[config.mk]
export PLATFORM = sky130hd
export DESIGN_NAME = sipo_latch
export DESIGN_NICKNAME = d
export VERILOG_FILES = /design/src/hw/sipo_latch_pkg.sv /design/src/hw/sipo_fifo.sv /design/src/hw/sipo_latch.sv
export VERILOG_INCLUDE_DIRS = /design/src /design/src/hw
export SDC_FILE = /design/constraint.sdc
export NUM_CORES = 1
export LEC_CHECK = 0
export CORE_MARGIN = 5
export CORE_UTILIZATION = 46
export DETAILED_ROUTE_END_ITERATION = 6
export DONT_BUFFER_PORTS = 1
export PLACE_DENSITY = 0.71
export SLEW_MARGIN = 0
export SYNTH_ARGS = -nofsm -noshare
export SYNTH_HDL_FRONTEND = slang
export SYNTH_HIERARCHICAL = 1
export SYNTH_SLANG_ARGS = --single-unit
[constraint.sdc]
create_clock -name clk -period 2.65 [get_ports clk]
set_input_delay 0.265 -clock clk [delete_from_list [all_inputs] [get_ports clk]]
set_output_delay 0.265 -clock clk [all_outputs]
set_load 0.02 [all_outputs]
[src/hw/sipo_latch_map.svh]
// Constants for the serial-in latched parallel-out block
`ifndef SIPO_LATCH_MAP_SVH
`define SIPO_LATCH_MAP_SVH
`define STAGE_COUNT      8
`define STAGE_RESET      8'h00
`define LATCH_RESET      8'h00
`define FIFO_DEPTH       4
`define SYNC_STAGES      3
`endif

[src/hw/sipo_latch_pkg.sv]
// Types for the serial-in latched parallel-out block
package sipo_latch_pkg;
  typedef logic [7:0] byte_t;
endpackage

[src/hw/sipo_fifo.sv]
// Small FIFO carrying latch snapshots
`timescale 1ns/1ps
module sipo_fifo #(
  parameter int WIDTH = 8,
  parameter int DEPTH = 4
) (
  input  wire logic             clk,
  input  wire logic             sys_rst,
  input  wire logic             in_valid,
  output logic                  in_ready,
  input  wire logic [WIDTH-1:0] in_data,
  output logic                  out_valid,
  input  wire logic             out_ready,
  output logic      [WIDTH-1:0] out_data
);
  localparam int AW = (DEPTH > 1) ? $clog2(DEPTH) : 1;
  logic [WIDTH-1:0] mem [DEPTH];
  logic [AW-1:0]    wr_ptr;
  logic [AW-1:0]    rd_ptr;
  logic [AW:0]      count;
  logic             push;
  logic             pop;

  // Handshakes
  assign in_ready  = (count != (AW+1)'(DEPTH));
  assign out_valid = (count != '0);
  assign push      = in_valid && in_ready;
  assign pop       = out_valid && out_ready;
  assign out_data  = mem[rd_ptr];

  // Storage
  always_ff @(posedge clk) begin
    if (push) begin
      mem[wr_ptr] <= in_data;
    end
  end

  // Pointers and fill level
  always_ff @(posedge clk) begin
    if (sys_rst) begin
      wr_ptr <= '0;
      rd_ptr <= '0;
      count  <= '0;
    end else begin
      if (push) begin
        wr_ptr <= (wr_ptr == AW'(DEPTH-1)) ? '0 : wr_ptr + 1'b1;
      end
      if (pop) begin
        rd_ptr <= (rd_ptr == AW'(DEPTH-1)) ? '0 : rd_ptr + 1'b1;
      end
      count <= count + (AW+1)'(push) - (AW+1)'(pop);
    end
  end
endmodule // sipo_fifo

[src/hw/sipo_latch.sv]
// Serial-in shift register with storage latch and three-state parallel outputs
// What this block does
// - Shift clock rise shifts serial bit in
// - Reset low clears stages, not latch
// - Stages hold without a shift clock rise
// - Latch clock rise copies stages to latch
// - Latch holds without latch clock rise
// - Enable low drives latch bits out
// - Enable high floats outputs, latch kept
// - Cascade output always driven
// - Cascade output shows eighth stage
// - Shift and latch clocks are independent
`timescale 1ns/1ps
`include "sipo_latch_map.svh"
module sipo_latch
  import sipo_latch_pkg::*;
#(
  parameter int WIDTH = `STAGE_COUNT,
  parameter int DEPTH = `FIFO_DEPTH
) (
  input  wire logic             clk,
  input  wire logic             sys_rst,
  input  wire logic             serial_in,
  input  wire logic             shift_clock,
  input  wire logic             latch_clock,
  input  wire logic             stage_reset_n,
  input  wire logic             output_enable_n,
  output logic                  serial_cascade_out,
  output logic      [WIDTH-1:0] parallel_latch_outputs,
  output logic      [WIDTH-1:0] parallel_oe_n,
  output logic                  snap_valid,
  input  wire logic             snap_ready,
  output logic      [WIDTH-1:0] snap_data
);
  // Three-stage synchronisers for the five pins
  logic [2:0] sync_data;
  logic [2:0] sync_sclk;
  logic [2:0] sync_lclk;
  logic [2:0] sync_rst;
  logic [2:0] sync_oe;
  logic       data_q;
  logic       sclk_q;
  logic       lclk_q;
  logic       rstn_q;
  logic       oe_q;
  logic       shift_rise;
  logic       latch_rise;
  logic [WIDTH-1:0] shift_stage_bits;
  logic [WIDTH-1:0] storage_latch_bits;
  logic             fifo_in_ready;

  // Sampling chain; bit 0 is read only by bit 1
  always_ff @(posedge clk) begin
    if (sys_rst) begin
      sync_data <= 3'h0;
      sync_sclk <= 3'h0;
      sync_lclk <= 3'h0;
      sync_rst  <= 3'h7;
      sync_oe   <= 3'h7;
    end else begin
      sync_data <= {sync_data[1:0], serial_in};
      sync_sclk <= {sync_sclk[1:0], shift_clock};
      sync_lclk <= {sync_lclk[1:0], latch_clock};
      sync_rst  <= {sync_rst[1:0], stage_reset_n};
      sync_oe   <= {sync_oe[1:0], output_enable_n};
    end
  end

  // Accepted levels change once stages two and three agree
  always_ff @(posedge clk) begin
    if (sys_rst) begin
      data_q <= 1'b0;
      sclk_q <= 1'b0;
      lclk_q <= 1'b0;
      rstn_q <= 1'b1;
      oe_q   <= 1'b1;
    end else begin
      if (sync_data[1] == sync_data[2]) data_q <= sync_data[2];
      if (sync_sclk[1] == sync_sclk[2]) sclk_q <= sync_sclk[2];
      if (sync_lclk[1] == sync_lclk[2]) lclk_q <= sync_lclk[2];
      if (sync_rst[1] == sync_rst[2])   rstn_q <= sync_rst[2];
      if (sync_oe[1] == sync_oe[2])     oe_q   <= sync_oe[2];
    end
  end

  // Rising edges of the accepted clock levels
  assign shift_rise = (sync_sclk[1] == sync_sclk[2]) && sync_sclk[2] && !sclk_q;
  assign latch_rise = (sync_lclk[1] == sync_lclk[2]) && sync_lclk[2] && !lclk_q;

  // Shift stages: clear wins, else shift on a rise, else hold
  always_ff @(posedge clk) begin
    if (sys_rst) begin
      shift_stage_bits <= WIDTH'(`STAGE_RESET);
    end else if (!rstn_q) begin
      shift_stage_bits <= WIDTH'(`STAGE_RESET);
    end else if (shift_rise) begin
      shift_stage_bits <= {shift_stage_bits[WIDTH-2:0], data_q};
    end
  end

  // Storage latch: follows only its own clock, untouched by stage reset
  always_ff @(posedge clk) begin
    if (sys_rst) begin
      storage_latch_bits <= WIDTH'(`LATCH_RESET);
    end else if (latch_rise) begin
      storage_latch_bits <= shift_stage_bits;
    end
  end

  // Pin drivers; enables are low while driving
  assign serial_cascade_out     = shift_stage_bits[WIDTH-1];
  assign parallel_latch_outputs = storage_latch_bits;
  assign parallel_oe_n          = {WIDTH{oe_q}};

  // Snapshot of each latch update queued for the user side; updates that arrive while the queue is full are dropped
  sipo_fifo #(.WIDTH(WIDTH), .DEPTH(DEPTH)) u_fifo (
    .clk       (clk),
    .sys_rst   (sys_rst),
    .in_valid  (latch_rise),
    .in_ready  (fifo_in_ready),
    .in_data   (shift_stage_bits),
    .out_valid (snap_valid),
    .out_ready (snap_ready),
    .out_data  (snap_data)
  );

  // Assertions
  // Shift stage checks
  property p_shift;
    @(posedge clk) disable iff (sys_rst) rstn_q && shift_rise |=>
      shift_stage_bits == {$past(shift_stage_bits[WIDTH-2:0]), $past(data_q)};
  endproperty
  a_shift: assert property (p_shift) else $error("stage shift wrong");

  property p_rise_once;
    @(posedge clk) disable iff (sys_rst) shift_rise |=> !shift_rise;
  endproperty
  a_rise_once: assert property (p_rise_once) else $error("shift edge seen twice");

  property p_clear;
    @(posedge clk) disable iff (sys_rst) !rstn_q |=> shift_stage_bits == '0 && !serial_cascade_out;
  endproperty
  a_clear: assert property (p_clear) else $error("stage clear wrong");

  property p_clear_keeps_latch;
    @(posedge clk) disable iff (sys_rst) !rstn_q && !latch_rise |=> $stable(storage_latch_bits);
  endproperty
  a_clear_keeps_latch: assert property (p_clear_keeps_latch) else $error("clear touched latch");

  property p_hold_stage;
    @(posedge clk) disable iff (sys_rst) rstn_q && !shift_rise |=> $stable(shift_stage_bits);
  endproperty
  a_hold_stage: assert property (p_hold_stage) else $error("stages moved");

  property p_stage_ignores_latch;
    @(posedge clk) disable iff (sys_rst) rstn_q && latch_rise && !shift_rise |=> $stable(shift_stage_bits);
  endproperty
  a_stage_ignores_latch: assert property (p_stage_ignores_latch) else $error("latch clock moved stages");

  // Latch checks
  property p_latch;
    @(posedge clk) disable iff (sys_rst) latch_rise |=> storage_latch_bits == $past(shift_stage_bits);
  endproperty
  a_latch: assert property (p_latch) else $error("latch copy wrong");

  property p_latch_rise_once;
    @(posedge clk) disable iff (sys_rst) latch_rise |=> !latch_rise;
  endproperty
  a_latch_rise_once: assert property (p_latch_rise_once) else $error("latch edge seen twice");

  property p_snap_push;
    @(posedge clk) disable iff (sys_rst) latch_rise && !snap_valid |=>
      snap_valid && snap_data == $past(shift_stage_bits);
  endproperty
  a_snap_push: assert property (p_snap_push) else $error("snapshot not queued");

  property p_hold_latch;
    @(posedge clk) disable iff (sys_rst) !latch_rise |=> $stable(storage_latch_bits);
  endproperty
  a_hold_latch: assert property (p_hold_latch) else $error("latch moved");

  property p_indep;
    @(posedge clk) disable iff (sys_rst) shift_rise && !latch_rise |=> $stable(parallel_latch_outputs);
  endproperty
  a_indep: assert property (p_indep) else $error("shift disturbed outputs");

  // Pin driver checks
  property p_drive;
    @(posedge clk) disable iff (sys_rst) !oe_q |-> parallel_oe_n == '0 &&
      parallel_latch_outputs == storage_latch_bits;
  endproperty
  a_drive: assert property (p_drive) else $error("outputs not driven");

  property p_float;
    @(posedge clk) disable iff (sys_rst) oe_q |-> parallel_oe_n == '1;
  endproperty
  a_float: assert property (p_float) else $error("outputs not floated");

  property p_float_keeps_latch;
    @(posedge clk) disable iff (sys_rst) oe_q && !latch_rise |=> $stable(storage_latch_bits);
  endproperty
  a_float_keeps_latch: assert property (p_float_keeps_latch) else $error("float lost latch");

  property p_cascade;
    @(posedge clk) disable iff (sys_rst) rstn_q && shift_rise |=>
      serial_cascade_out == $past(shift_stage_bits[WIDTH-2]);
  endproperty
  a_cascade: assert property (p_cascade) else $error("cascade wrong");

  property p_cascade_no_oe;
    @(posedge clk) disable iff (sys_rst) $changed(oe_q) && rstn_q && !shift_rise |=>
      $stable(serial_cascade_out);
  endproperty
  a_cascade_no_oe: assert property (p_cascade_no_oe) else $error("enable moved cascade");

  // Main scenarios
  c_shift: cover property (@(posedge clk) disable iff (sys_rst) rstn_q && shift_rise);
  c_latch: cover property (@(posedge clk) disable iff (sys_rst) latch_rise);
  c_clear: cover property (@(posedge clk) disable iff (sys_rst) $fell(rstn_q));
  c_full:  cover property (@(posedge clk) disable iff (sys_rst) !fifo_in_ready);
  c_float: cover property (@(posedge clk) disable iff (sys_rst) oe_q && latch_rise);
endmodule // sipo_latch

Word level (Yosys, flattened, before mapping)
Memories as Yosys holds them, arrays and structs flattened. A register that Yosys moved wholly into a read port is not among the register bits.
Cells that the tools add are included.
Widths: inputs -> output; s select.
{"block": "word_totals", "n_memories": 1, "input_bits": 8, "latch_bits": 0, "output_inout_bits": 26, "romBits": 0, "ramBits": 32, "register_bits": 43, "word_cells": 45}
{"block": "classes", "reduce_logical": 10, "n_eq_ne": 8, "div_mod_pow": 0, "bitwise": 1, "mul": 0, "n_shift": 0, "n_lt_le_gt_ge": 0, "addsub": 4, "mux": 6}
{"memory": "u_fifo.mem", "words": 4, "width": 8, "read_ports": 1, "rd_ports_with_merged_regs": 1, "write_ports": 1, "line": "sipo_fifo.sv:17", "text": "logic [WIDTH-1:0] mem [DEPTH];"}
{"cell": "$mux 2", "n": 4}
{"cell": "$logic_and 1x1->1", "n": 6}
{"cell": "$eq 1x1->1", "n": 5}
{"cell": "$add 2x1->2 const B", "n": 2}
{"cell": "$eq 2x2->1 const B", "n": 2}
{"cell": "$add 3x1->3", "n": 1}
{"cell": "$ne 3x3->1 const B", "n": 1}
{"cell": "$reduce_bool 3->1", "n": 1}
{"cell": "$sub 3x1->3", "n": 1}
{"cell": "$logic_not 1->1", "n": 2}
{"cell": "$mux 1", "n": 2}
{"cell": "$reduce_or 2->1", "n": 1}
{"cell": "$not 1->1", "n": 1}

Logic depth before layout (Yosys ltp)
{"block": "depth", "word_depth": 6, "mapped_depth": 13, "mapped_depth_nobuf": 12}

By module
The synthesis kept the hierarchy.
{"module": "sipo_fifo", "area_per_inst_um2": 1631.6, "cells_per_inst": 91, "seq_area_each_um2": 1141.1, "n_inst": 1}
{"module": "sipo_latch", "area_per_inst_um2": 1302.5, "cells_per_inst": 134, "seq_area_each_um2": 720.7, "n_inst": 1}

Worst setup path before layout
No wires, ideal clock.
{"block": "synth_path", "kind": "register -> register", "from": "register u_fifo.count[1]", "to": "register u_fifo.count[2]", "slack_ns": 0.438, "path_buffers": 1, "setup_time_ns": 0.078, "path_stages_with_launch": 12, "arrival_time_ns": 2.134, "period_less_slack_ns": 2.212, "required_ns": 2.572, "path_cell_list": "dfxtp_1 > or3b_1 > buf_6 > nand2_1 > ha_1 > inv_1 > ha_1 > inv_1 > fa_1 > xor2_1 > and2_1 > nor3_1"}
{"block": "synth_via", "elab_chain_len": 4, "elab_cells_between_ends": 6, "classes_between": "add/sub: 2; eq/ne: 1; reduce/logical: 3"}
{"element": "from (decl)", "line": "sipo_fifo.sv:20", "text": "logic [AW:0] count;"}
{"element": "from (signal assigned)", "line": "sipo_fifo.sv:51", "text": "count <= count + (AW+1)'(push) - (AW+1)'(pop);"}
{"element": "$ne 3x3->1", "line": "sipo_fifo.sv:25", "text": "assign in_ready = (count != (AW+1)'(DEPTH));"}
{"element": "net fifo_in_ready", "line": "sipo_latch.sv:50", "text": "logic fifo_in_ready;"}
{"element": "$logic_and 1x1->1", "line": "sipo_fifo.sv:27", "text": "assign push = in_valid && in_ready;"}
{"element": "$add 3x1->3", "line": "sipo_fifo.sv:51"}
{"element": "$sub 3x1->3", "line": "sipo_fifo.sv:51"}
The timed path passes the listed nets, and every way through them passes these cells.
A chain may end at the register's enable or synchronous reset.

Worst setup path after layout
Same ends and word-level chain as after synthesis.

==> run_results.csv <==
group,metric,value,unit
layout,final_cells,304,
synthesis,synth_cells,225,
layout,fin_nets,240,
sta,setup_ws,321.1,ps
global_routing,grt_usage,0.1218,
synthesis,synth.distinct_cells,32,
synthesis,ys_warn_count,6,
sta,fin_crit,2329,ps
pwr,power_density,792.1,nW/um^2
sta,fin_crit_sh,0.8788,
clocking,cts_root_buf,"clkbuf_8",
route,drc,0,
sta,skew,8.968,ps
layout,fillers,527,
route,wl_per_cell,14.68,um
hold_path,min-delay-start,"sys_rst",
placed_design,portBuffers,0,
sta,hold_violations,0,
pwr,ir_drop,0.3873,mV
route,dr_total_vias,1526,
setup_path,ff2ff_path_depth,10,
route,totalWireLength,4.462,mm
setup_path,worstReg2RegStart,"u_fifo/count[1]$_SDFF_PP0_",
pwr,switching_share,0.2520,
global_routing,grt_pass1_wl,7.700,mm
clocking,cts_htree_levels,3,
setup_path,timing.rr.end,"u_fifo/count[2]$_SDFF_PP0_",
sta,max_freq,0.4294,GHz
global_routing,antenna_found_initial,0,
floorplan,dieArea,8076,sq um
floorplan,boundaryPins,34,
layout,fin_area,3129,sq um
clocking,clk_pin_slew,70,ps
synthesis,synth-seq-area-share,0.6345,
route,drt_iter0_markers,74,
pwr,leakage,1.127,nW
setup_path,worstSetupStartpointType,"flip-flop",
sta,worst_pin_slew,1067,ps
setup_path,critPathKind,"flip-flop to flip-flop",
pwr,design_power_total,2.479,mW
synthesis,postSynth.asyncResetShare,0,
floorplan,initial_core_util,0.4674,
global_routing,grt_max_degree,26,
pwr,p_seq_frac,0.539,
layout,fin_util,0.4985,
synthesis,synth_top_area_cell,"edfxtp_1",
setup_path,critPathCaptureType,"flip-flop",
clocking,cts_buffer_depth,2,
setup_path,cp.required,2830,ps
floorplan,die_w,89.87,um
global_routing,grt_pass1_vias,1515,
route,drtAntennaViolNets,0,
synthesis,synth_top_area_share,0.3275,
run,maxCapViolCount,0,
route,drt_first_pass_iters,4,
sta,relSlewSlack,0.2860,
sta,finalSetupViolCount,0,
pwr,clockPowerShare,0.342,
global_routing,grt_overflow,0,
outcome,status,"complete, no violations",
hold_path,hold_path_end,"sync_rst[1]$_SDFF_PP1_",
floorplan,row_count,29,
hold_path,holdPathStages,1,
setup_path,crit_start,"u_fifo/count[1]$_SDFF_PP0_",
sta,setup_tns,0,ps
clocking,clock_latency,340,ps
synthesis,avgSynthCellArea,13.04,sq um
placed_design,place_hpwl,2.837,mm
layout,n_antenna_cell,0,
placed_design,placed_area,2898,sq um
floorplan,fp.dieH,89.87,um
layout,drive_gt1_frac,0.1718,
placed_design,pre_cts_slack,334.5,ps
clocking,cts_resized,0,
clocking,numCtsBuffers,9,
sta,rsz0062_at_grt,"no",
route,vias_per_cell,5.020,
placed_design,placedCellCount,284,
setup_path,arrival,2510,ps
clocking,cts_tree,"done",
synthesis,syn_nets,243,
setup_path,r2r_slack,320,ps
clocking,clock-sinks,77,
hold_path,worst_hold_path_type,"primary input to flip-flop",
setup_path,cp_max_fo,7,
sta,slew_violations,0,
layout,synthToLayoutAreaGrowth,6.652,%
pwr,switching_power,0.6247,mW
floorplan,fp.coreArea,6277,sq um
pwr,combPwrFrac,0.120,
synthesis,syn_area,2934,sq um
synthesis,ys_ff_latch,77,
placed_design,gp_congestion,0.7399,
synthesis,synth_area_leaders,"edfxtp_1, dfxtp_1, mux4_2",
pwr,intPower,1.854,mW
synthesis,synthFlopType,"dfxtp_1",
synthesis,synth-edff-count,32,
sta,hold_ws,21.18,ps
layout make-up:
class                      count  area [sq um]  area share
clock inverter                 5         60.06     0.01919
timing repair buffer           5         47.55     0.01519
clock buffer                  11         131.4     0.04198
multi-input combinational    123         903.4      0.2887
sequential                    77          1863      0.5954
tap                           77         96.34     0.03079
inverter                       6         27.53    0.008796
flip-flops by register name (all words and copies together) (netlist names), 2 cells and up, named ones only:
register and flops:
u_fifo/mem 32, u_fifo/rd_ptr 2, sync_data 3, sync_lclk 3
sync_sclk 3, parallel_latch_outputs 8, sync_rst 3, u_fifo/wr_ptr 2
sync_oe 3, shift_stage_bits 8, u_fifo/count 3
critical path, stage by stage (launching register included):
cell	delay, ps
dfxtp_1	360
or3b_1	480
nand2_1	140
ha_1	240
inv_1	60
ha_1	130
inv_1	50
fa_1	360
xor2_1	170
and2_1	150
nor3_1	40
Yosys cell counts, types with 2 or more instances:
cell type	number
a211o_1	2
and3_2	4
or3_1	2
dfxtp_1	45
buf_2	2
inv_1	5
a21oi_2	8
nor2b_1	11
mux2i_1	3
or2_1	6
nor2_1	7
o21ai_0	3
nand2_1	35
o21bai_1	2
nand2b_1	3
buf_4	10
edfxtp_1	32
ha_1	9
mux4_2	8
buf_6	4
clkbuf_1	2
a21oi_1	12
logic make-up (layout without fill, tap and decap cells):
family / after synthesis / count (layout) / share of synthesized area
DFF: 77 / 77 / 0.6345
and+or+nand+nor: 73 / 73 / 0.1250
AOI/OAI and AO/OA: 28 / 28 / 0.06311
buffers and inverters: 25 / 27 / 0.05757
muxes: 11 / 11 / 0.07164
adders and majority gates: 10 / 10 / 0.04520
xor gates and xnor gates: 1 / 1 / 0.002986
repair_timing:
item	CTS	global route
hold endpoints to repair	28	4
setup buffers	0	0
hold buffers	2	2
worst max-delay path by stage:
stage | to | slack (ps) | cells past startpoint
4_1_cts | u_fifo/count[2]$_SDFF_PP0_ | 310 | 10
3_5_place_dp | u_fifo/count[2]$_SDFF_PP0_ | 330 | 10
2_1_floorplan | u_fifo/count[2]$_SDFF_PP0_ | 440 | 11
6_report | u_fifo/count[2]$_SDFF_PP0_ | 320 | 10
5_1_grt | u_fifo/count[2]$_SDFF_PP0_ | 120 | 10
3_3_place_gp | u_fifo/count[2]$_SDFF_PP0_ | 400 | 10
layer usage:
layer  routed length (um)  vias up  global-route usage
met2                 2140       30              0.1884
met1                 1962      729              0.1462
met4                   61        0             0.04094
li1                     -      760                   -
met3                  298        7             0.06344
met5                    0        -                   0
power groups by stage:
stage                     Combinational (mW)  Clock (mW)  Sequential [mW]
after floorplan                        0.301           0             1.32
after global placement                 0.287           0             1.36
after detailed placement               0.288           0             1.36
after CTS                              0.299       0.873             1.34
after global routing                   0.338       0.926             1.35
final                                  0.297       0.847             1.34
layout by cell type, fill, tap and decap left out:
| cell | n |
|---|---|
| clkbuf_8 | 9 |
| or3_1 | 2 |
| and3_2 | 4 |
| dlygate4sd3_1 | 4 |
| nor2b_1 | 11 |
| mux4_2 | 8 |
| clkinvlp_4 | 1 |
| nand2_1 | 35 |
| bufinv_16 | 1 |
| o21ai_0 | 3 |
| a211o_1 | 2 |
| and2_1 | 1 |
| nand2b_1 | 3 |
| nor3_1 | 1 |
| a21oi_1 | 12 |
| mux2i_1 | 3 |
| or3b_1 | 1 |
| ha_1 | 9 |
| inv_1 | 5 |
| nand2b_4 | 1 |
| a21oi_2 | 8 |
| dfxtp_2 | 1 |
| dfxtp_1 | 44 |
| buf_4 | 1 |
| clkinv_4 | 2 |
| fa_1 | 1 |
| o21bai_1 | 2 |
| nor2_1 | 7 |
| o31ai_1 | 1 |
| or2_1 | 6 |
| or3_2 | 1 |
| xor2_1 | 1 |
| clkbuf_1 | 2 |
| clkinvlp_2 | 1 |
| edfxtp_1 | 32 |
| inv_6 | 1 |
Note: power is estimated with default switching activity, not from simulation.
